[src/hw/rcd_cfg.svh]
/*
 Constants of the reset and initialisation sequencer: widths, timing and reset values.
 Assumes inclusion by bare name; holds definitions only.
*/
`ifndef RCD_CFG_SVH
`define RCD_CFG_SVH

`define CLK_FREQ_MHZ      100
`define STAB_TIME_US      15
`define STAB_CYCLES       (`STAB_TIME_US * `CLK_FREQ_MHZ)
`define STAB_CNT_W        11
`define CS_W              4
`define CKE_W             2
`define ODT_W             2
`define AC_W              22
`define CS_IDLE           4'hF
`define CKE_RESET         2'h0
`define ODT_RESET         2'h0
`define AC_RESET          22'h000000
`define MODE_RESET        1'h0
`define SYNC_RESET_LOW    1'h0

`endif

[src/hw/rcd_pkg.sv]
/*
 Types of the reset and initialisation sequencer.
 Assumes rcd_cfg.svh sits in the include path.
*/
`include "rcd_cfg.svh"

package rcd_pkg;

   typedef struct packed
   {
      logic [`CS_W-1:0]  chip_select;
      logic [`CKE_W-1:0] clock_en;
      logic [`ODT_W-1:0] termination_control;
      logic [`AC_W-1:0]  addr_cmd;
   } ctl_in_t;

   typedef struct packed
   {
      logic              reset_n;
      logic              clock_stable;
      logic              four_select_n;
   } pin_in_t;

   typedef enum logic [1:0]
   {
      ST_RESET,
      ST_RELEASED,
      ST_STAB,
      ST_RUN
   } seq_state_t;

endpackage

[src/hw/rcd_sync.sv]
/*
 Two-stage synchroniser for pin inputs, parameterised in width and reset value.
 Assumes a single clock domain on clk and a synchronous active-low reset.
*/
`timescale 1ns/1ps

module rcd_sync
#(
   parameter int           W    = 1,
   parameter logic [W-1:0] INIT = '0
)
(
   input  wire logic         clk,
   input  wire logic         nrst,
   input  wire logic [W-1:0] d,
   output logic      [W-1:0] q
);

   logic [W-1:0] meta_ff;
   logic [W-1:0] sync_ff;

   always_ff @(posedge clk)
   begin
      if (!nrst)
      begin
         meta_ff <= INIT;
         sync_ff <= INIT;
      end
      else
      begin
         meta_ff <= d;
         sync_ff <= meta_ff;
      end
   end

   assign q = sync_ff;

endmodule

[src/hw/rcd_reset_init_sequencer.sv]
/*
 Reset and initialisation sequencer of a registering clock driver: gates receivers,
 holds clock-enable outputs low and floats the rest in reset, times stabilisation.
 Assumes all pin inputs are asynchronous to clk and are synchronised here.
*/
// How it works
// - Reset low disables all input receivers; other inputs except the select-mode strap are ignored.
// - Reset low returns state, counter and outputs to default; the mode register captures the strap.
// - In reset, four clock-enable outputs drive low; all others float.
// - While reset is low, stay in low power with termination off.
// - Data path opens only after release and full stabilisation interval.
// - Leave reset only on rising reset edge with stable clock.
// - Reset is asynchronous to clock; entering it clears state promptly.
// - Chip-select group spans 1..0, or 3..0 in four-select mode.
// - After release, termination low until first edge, then follows input.
`timescale 1ns/1ps
`include "rcd_cfg.svh"

module rcd_reset_init_sequencer
   import rcd_pkg::*;
(
   input  wire logic              clk,
   input  wire logic              nrst,
   input  wire logic              reset_pin_n,
   input  wire logic              clock_stable,
   input  wire logic              four_select_mode_n,
   input  wire logic [`CS_W-1:0]  chip_select_in,
   input  wire logic              clock_en_in0,
   input  wire logic              clock_en_in1,
   input  wire logic [`ODT_W-1:0] termination_control_in,
   input  wire logic [`AC_W-1:0]  addr_cmd_in,
   output logic                   side_a_clock_en_out0,
   output logic                   side_a_clock_en_out1,
   output logic                   side_b_clock_en_out0,
   output logic                   side_b_clock_en_out1,
   output logic      [`CS_W-1:0]  chip_select_out,
   output logic                   chip_select_oe_n,
   output logic      [`ODT_W-1:0] termination_control_out,
   output logic                   termination_control_oe_n,
   output logic      [`AC_W-1:0]  addr_cmd_out,
   output logic                   addr_cmd_oe_n,
   output logic                   input_term_en,
   output logic                   low_power,
   output logic                   four_select_mode,
   output logic                   data_path_ready
);

   pin_in_t    pin_raw;
   pin_in_t    pin_sync;
   ctl_in_t    ctl_raw;
   ctl_in_t    ctl_sync;
   ctl_in_t    ctl_rx;
   seq_state_t state_ff;
   seq_state_t nxt_state;
   logic                   rst_prev_ff;
   logic                   in_reset;
   logic                   release_edge;
   logic                   rx_en;
   logic [`STAB_CNT_W-1:0] stab_cnt_ff;
   logic [`STAB_CNT_W-1:0] nxt_stab_cnt;
   logic                   mode_ff;
   logic [`CS_W-1:0]       cs_masked;

   assign pin_raw = '{reset_n: reset_pin_n, clock_stable: clock_stable,
                      four_select_n: four_select_mode_n};
   assign ctl_raw = '{chip_select: chip_select_in,
                      clock_en: {clock_en_in1, clock_en_in0},
                      termination_control: termination_control_in,
                      addr_cmd: addr_cmd_in};

   // Pin levels pass two flip-flops before any logic reads them.
   rcd_sync
   #(
      .W    ($bits(pin_in_t)),
      .INIT ({`SYNC_RESET_LOW, 1'h0, 1'h1})
   )
   u_pin_sync
   (
      .clk  (clk),
      .nrst (nrst),
      .d    (pin_raw),
      .q    (pin_sync)
   );

   rcd_sync
   #(
      .W    ($bits(ctl_in_t)),
      .INIT ({`CS_IDLE, `CKE_RESET, `ODT_RESET, `AC_RESET})
   )
   u_ctl_sync
   (
      .clk  (clk),
      .nrst (nrst),
      .d    (ctl_raw),
      .q    (ctl_sync)
   );

   // Reset is caught on its own path, never clocked into the data path.
   assign in_reset     = !nrst || !pin_sync.reset_n;
   assign release_edge = pin_sync.reset_n && !rst_prev_ff;

   // Receivers pass data only once the sequence leaves reset.
   assign rx_en  = (state_ff != ST_RESET) && !in_reset;
   assign ctl_rx = rx_en ? ctl_sync : ctl_in_t'{chip_select: `CS_IDLE, clock_en: `CKE_RESET,
                                                termination_control: `ODT_RESET,
                                                addr_cmd: `AC_RESET};

   // Unused upper chip selects stay deselected in two-select mode.
   assign cs_masked = mode_ff ? ctl_rx.chip_select
                              : {2'h3, ctl_rx.chip_select[1:0]};

   always_ff @(posedge clk)
   begin
      if (!nrst)
      begin
         rst_prev_ff <= 1'h0;
      end
      else
      begin
         rst_prev_ff <= pin_sync.reset_n;
      end
   end

   always_comb
   begin
      nxt_state    = state_ff;
      nxt_stab_cnt = stab_cnt_ff;
      case (state_ff)
         ST_RESET:
         begin
            nxt_stab_cnt = '0;
            if (release_edge && pin_sync.clock_stable)
            begin
               nxt_state = ST_RELEASED;
            end
         end
         ST_RELEASED:
         begin
            nxt_state = ST_STAB;
         end
         ST_STAB:
         begin
            if (stab_cnt_ff == `STAB_CNT_W'(`STAB_CYCLES - 1))
            begin
               nxt_state = ST_RUN;
            end
            else
            begin
               nxt_stab_cnt = stab_cnt_ff + `STAB_CNT_W'(1);
            end
         end
         ST_RUN:
         begin
            nxt_state = ST_RUN;
         end
         default:
         begin
            nxt_state = ST_RESET;
         end
      endcase
   end

   always_ff @(posedge clk)
   begin
      if (in_reset)
      begin
         state_ff    <= ST_RESET;
         stab_cnt_ff <= '0;
      end
      else
      begin
         state_ff    <= nxt_state;
         stab_cnt_ff <= nxt_stab_cnt;
      end
   end

   // The select-mode strap is caught while reset is held and kept afterwards.
   always_ff @(posedge clk)
   begin
      if (!nrst)
      begin
         mode_ff <= `MODE_RESET;
      end
      else if (!pin_sync.reset_n)
      begin
         mode_ff <= !pin_sync.four_select_n;
      end
   end

   // Clock-enable outputs are always driven; low until the data path opens.
   always_ff @(posedge clk)
   begin
      if (in_reset || (state_ff != ST_RUN))
      begin
         side_a_clock_en_out0 <= 1'h0;
         side_a_clock_en_out1 <= 1'h0;
         side_b_clock_en_out0 <= 1'h0;
         side_b_clock_en_out1 <= 1'h0;
      end
      else
      begin
         side_a_clock_en_out0 <= ctl_rx.clock_en[0];
         side_a_clock_en_out1 <= ctl_rx.clock_en[1];
         side_b_clock_en_out0 <= ctl_rx.clock_en[0];
         side_b_clock_en_out1 <= ctl_rx.clock_en[1];
      end
   end

   // Chip selects float in reset, drive high while stabilising, then follow.
   always_ff @(posedge clk)
   begin
      if (in_reset)
      begin
         chip_select_out  <= `CS_IDLE;
         chip_select_oe_n <= 1'h1;
      end
      else if (state_ff == ST_RUN)
      begin
         chip_select_out  <= cs_masked;
         chip_select_oe_n <= 1'h0;
      end
      else
      begin
         chip_select_out  <= `CS_IDLE;
         chip_select_oe_n <= (nxt_state == ST_RESET);
      end
   end

   // Termination control is low right after release, then tracks its input.
   always_ff @(posedge clk)
   begin
      if (in_reset)
      begin
         termination_control_out  <= `ODT_RESET;
         termination_control_oe_n <= 1'h1;
      end
      else if (state_ff == ST_RESET)
      begin
         termination_control_out  <= `ODT_RESET;
         termination_control_oe_n <= (nxt_state == ST_RESET);
      end
      else if (state_ff == ST_RELEASED)
      begin
         termination_control_out  <= `ODT_RESET;
         termination_control_oe_n <= 1'h0;
      end
      else
      begin
         termination_control_out  <= ctl_rx.termination_control;
         termination_control_oe_n <= 1'h0;
      end
   end

   // Address and command outputs float in reset and carry data only in run.
   always_ff @(posedge clk)
   begin
      if (in_reset)
      begin
         addr_cmd_out  <= `AC_RESET;
         addr_cmd_oe_n <= 1'h1;
      end
      else if (state_ff == ST_RUN)
      begin
         addr_cmd_out  <= ctl_rx.addr_cmd;
         addr_cmd_oe_n <= 1'h0;
      end
      else
      begin
         addr_cmd_out  <= `AC_RESET;
         addr_cmd_oe_n <= (nxt_state == ST_RESET);
      end
   end

   // Power and termination status of the receivers.
   always_ff @(posedge clk)
   begin
      if (in_reset)
      begin
         low_power        <= 1'h1;
         input_term_en    <= 1'h0;
         four_select_mode <= `MODE_RESET;
         data_path_ready  <= 1'h0;
      end
      else
      begin
         low_power        <= (nxt_state == ST_RESET);
         input_term_en    <= (nxt_state != ST_RESET);
         four_select_mode <= mode_ff;
         data_path_ready  <= (nxt_state == ST_RUN);
      end
   end

endmodule

[config.mk]
export PLATFORM = sky130hd
export DESIGN_NAME = rcd_reset_init_sequencer
export DESIGN_NICKNAME = d
export VERILOG_FILES = /design/src/hw/rcd_pkg.sv /design/src/hw/rcd_sync.sv /design/src/hw/rcd_reset_init_sequencer.sv
export VERILOG_INCLUDE_DIRS = /design/src /design/src/hw
export SDC_FILE = /design/constraint.sdc
export NUM_CORES = 1
export LEC_CHECK = 0
export BUFFER_PORTS_ARGS = -buffer_cell sky130_fd_sc_hd__buf_4
export CELL_PAD_IN_SITES_DETAIL_PLACEMENT = 1
export CELL_PAD_IN_SITES_GLOBAL_PLACEMENT = 1
export CORE_ASPECT_RATIO = 0.5
export CORE_UTILIZATION = 44
export DETAILED_ROUTE_END_ITERATION = 12
export PLACE_DENSITY = 0.8
export SLEW_MARGIN = 25
export SYNTH_ARGS = -nofsm -noshare
export SYNTH_HDL_FRONTEND = slang
export SYNTH_SLANG_ARGS = --single-unit
[constraint.sdc]
create_clock -name clk -period 4.3 [get_ports clk]
set_input_delay 0.215 -clock clk [delete_from_list [all_inputs] [get_ports clk]]
set_output_delay 0.215 -clock clk [all_outputs]
set_load 0.05 [all_outputs]
==> run metrics <==
Port Buffer Count 73; Sequential Area 2340 um^2; Setup CP Type register to register; Nets 423; synthesized netlist net count 334; R2R Path End chip_select_out[3]; final setup fails 0; min Tclk post-route 1.97 ns; Placed Cells 462; root buffer cell clkbuf_16; CP peak stage delay 0.78 ns; cell count after synthesis 298; row count 22; Ports 74; DR vias 2306; count of final hold-check violations 0; DRC viols 0; hold crit path type primary input to register; post-CTS setup buffers 0; DR WL/cell 16.1 um; Clock Latency Late Sink 0.41 ns; H-tree Lvls 4; cell-by-cell trace of the critical path and2_1, and3_1, nand3b_1; post-route ant nets 0; endpoint of the worst hold-timing path u_ctl_sync.meta_ff[19]; Slowest-stage cell, CP and3_1; period utilisation layout 45.9%; worst-margin pin slew 0.840 ns; fin. max-slew vios 0; Cell variety after synth 34; DP Worst Slack 2.09 ns; grt total ovfl 0; total core area 7460 um^2; worst hold path depth 2; dominant synthesized flop cell dfxtp_1; worst reg2reg path startpoint u_pin_sync.q[2]; first-pass GRT wire length 12.8 mm; aggregate routed wire length 8.16 mm; number of max-cap violations 0; Worst slew margin 44.0%; DP Wirelength 4.24 mm; EDFF count, synth 0; Synth Cell Area 3460 um^2; setup slack, reg-to-reg 2.33 ns; chip height 64.7 um; proportion of layout cells with a drive suffix above 1 27.5%; worst endpoint required time 4.54 ns; die width 127 um; pwr dens 541 nW/um^2; vias in the first global route 2488; final std cells w/o fill 508; setup_tns 0 ns; # fillers 772; skew final 0.0132 ns; worst-path fanout max 28; Pwr Total 2.59 mW; initial antenna violation count 0; Placer Congestion 0.770; largest net degree at the start of global routing 70; multi-input combinational cell area 1020 um^2; worst setup margin 2.33 ns; DRT iter0 DRCs 106; status finished clean; CTS tree done; RSZ-0062 raised after global routing no; syn avg cell area 11.6 um^2; antenna diode count 0; Max rail drop VDD 320 uV; vias per inst 4.54; GRT Total Usage 21.9%; register bit total from synthesis 117; crit start category register; leak pwr 2.07 nW; fraction of registers with async set/reset 0%; Area Overhead vs Synth 38.4%; Yosys warning total 0; r2r worst-path depth 3; Reg clk slew, reported paths 0.06 ns; effective utilization at floorplan 46.4%; crit path DAT 2.21 ns; Initial DRT Pass Iterations 5; CTS buffer count 17; Clock Tree Buf Depth 2; Fmax achieved 507 MHz; hold_sp addr_cmd_in[19]; Num Clock Sinks 117; Seq/Total Area, Yosys 67.6%; DIE AREA 8250 um^2; Worst setup EP type register
==> registers in the layout (all words and copies together) (netlist names), 2 cells and up <==
signal and flops:
u_ctl_sync.meta_ff 30, termination_control_out 2, u_pin_sync.meta_ff 3, stab_cnt_ff 11
state_ff 2, addr_cmd_out 22, u_ctl_sync.q 30, chip_select_out 4
u_pin_sync.q 3
==> logic make-up after synthesis <==
kind of cell	Yosys count	share of synthesized area, %
DFF	117	67.6
buffers and inverters	21	2.89
AOI/OAI and AO/OA	26	4.77
xor gates and xnor gates	2	0.506
and+or+nand+nor	131	23.8
adders and majority gates	1	0.361
==> cell usage after synthesis, types with 3 or more instances <==
cell	n	share of area [%]
a21oi_1	6	0.87
a31oi_1	3	0.54
and2_1	82	15
and3_1	5	0.90
buf_4	5	1.1
clkbuf_1	10	1.1
dfxtp_1	117	68
inv_1	4	0.43
nand2_1	6	0.65
nand2b_1	12	2.2
nand3_1	3	0.43
nand3b_1	4	0.87
nor2_1	4	0.43
o21ai_0	4	0.58
o31ai_1	7	1.5
or4_1	4	0.87
==> critical path, delay by kind of cell, from the launching register on <==
| kind | cells | cell delay (ns) |
|---|---|---|
| DFF | 1 | 0.40 |
| and+or+nand+nor | 3 | 1.40 |
==> through the flow <==
stage          hold slack [ns]  area [um^2]  util [%]
5_1_grt                0.00245         4790      64.3
3_5_place_dp             0.395         4060      54.4
4_1_cts               0.000359         4780      64.1
2_1_floorplan            0.316         3460         -
3_3_place_gp             0.388         4060      54.4
6_report                0.0133         4790      64.3
==> cell usage in the layout, fill, tap and decap left out, types with 2 or more instances in the layout <==
master and instances:
a21oi_1 6, a31oi_1 3, and2_1 82, and3_1 5, buf_4 73, bufinv_16 2, clkbuf_16 17, clkinv_2 2
clkinv_4 4, clkinvlp_4 4, dfxtp_1 117, dlygate4sd3_1 14, inv_1 4, inv_6 2, nand2_1 6, nand2b_1 12
nand3_1 3, nand3b_1 4, nor2_1 4, o21ai_0 4, o22ai_1 2, o31ai_1 7, or3_1 2, or4_1 4
xor2_1 2
==> per-layer routing <==
| metal | GRT usage (%) | routed length, um | vias to the layer above | share of wire, % |
|---|---|---|---|---|
| li1 | - | - | 1146 | - |
| met1 | 22.2 | 3370 | 1100 | 41 |
| met2 | 39.4 | 4340 | 49 | 53 |
| met3 | 8.59 | 294 | 11 | 3.6 |
| met4 | 12.2 | 165 | 0 | 2.0 |
| met5 | 0 | 0 | - | 0 |
==> timing repair <==
action | in CTS | in global routing
hold endpoints to repair | 13 | 1
hold buffers | 13 | 1
gates resized for setup | 0 | 0
==> worst max path at each step <==
stage                          startpoint            endpoint  depth (start not counted)
final                     u_pin_sync.q[2]  chip_select_out[3]                          3
after CTS                 u_pin_sync.q[2]  chip_select_out[2]                          3
after floorplan            stab_cnt_ff[0]      stab_cnt_ff[8]                          4
after global routing      u_pin_sync.q[2]  chip_select_out[3]                          3
after global placement               nrst    addr_cmd_out[10]                          4
after detailed placement             nrst  chip_select_out[3]                          4
==> where the power goes <==
part | internal (mW) | total (mW) | leakage [nW] | switching, mW
Combinational | 0.0428 | 0.0666 | 0.830 | 0.0238
Clock | 0.871 | 1.40 | 0.279 | 0.530
Sequential | 1.11 | 1.12 | 0.958 | 0.00919
==> layout make-up <==
type	instances	share of cell area [%]
Multi-Input combinational cell	160	21.3
Clock buffer	18	9.16
Inverter	4	0.313
Sequential cell	117	48.9
Tap cell	108	2.82
Clock inverter	14	3.18
Timing Repair Buffer	87	14.4
Note: power is estimated with default switching activity, not from simulation.
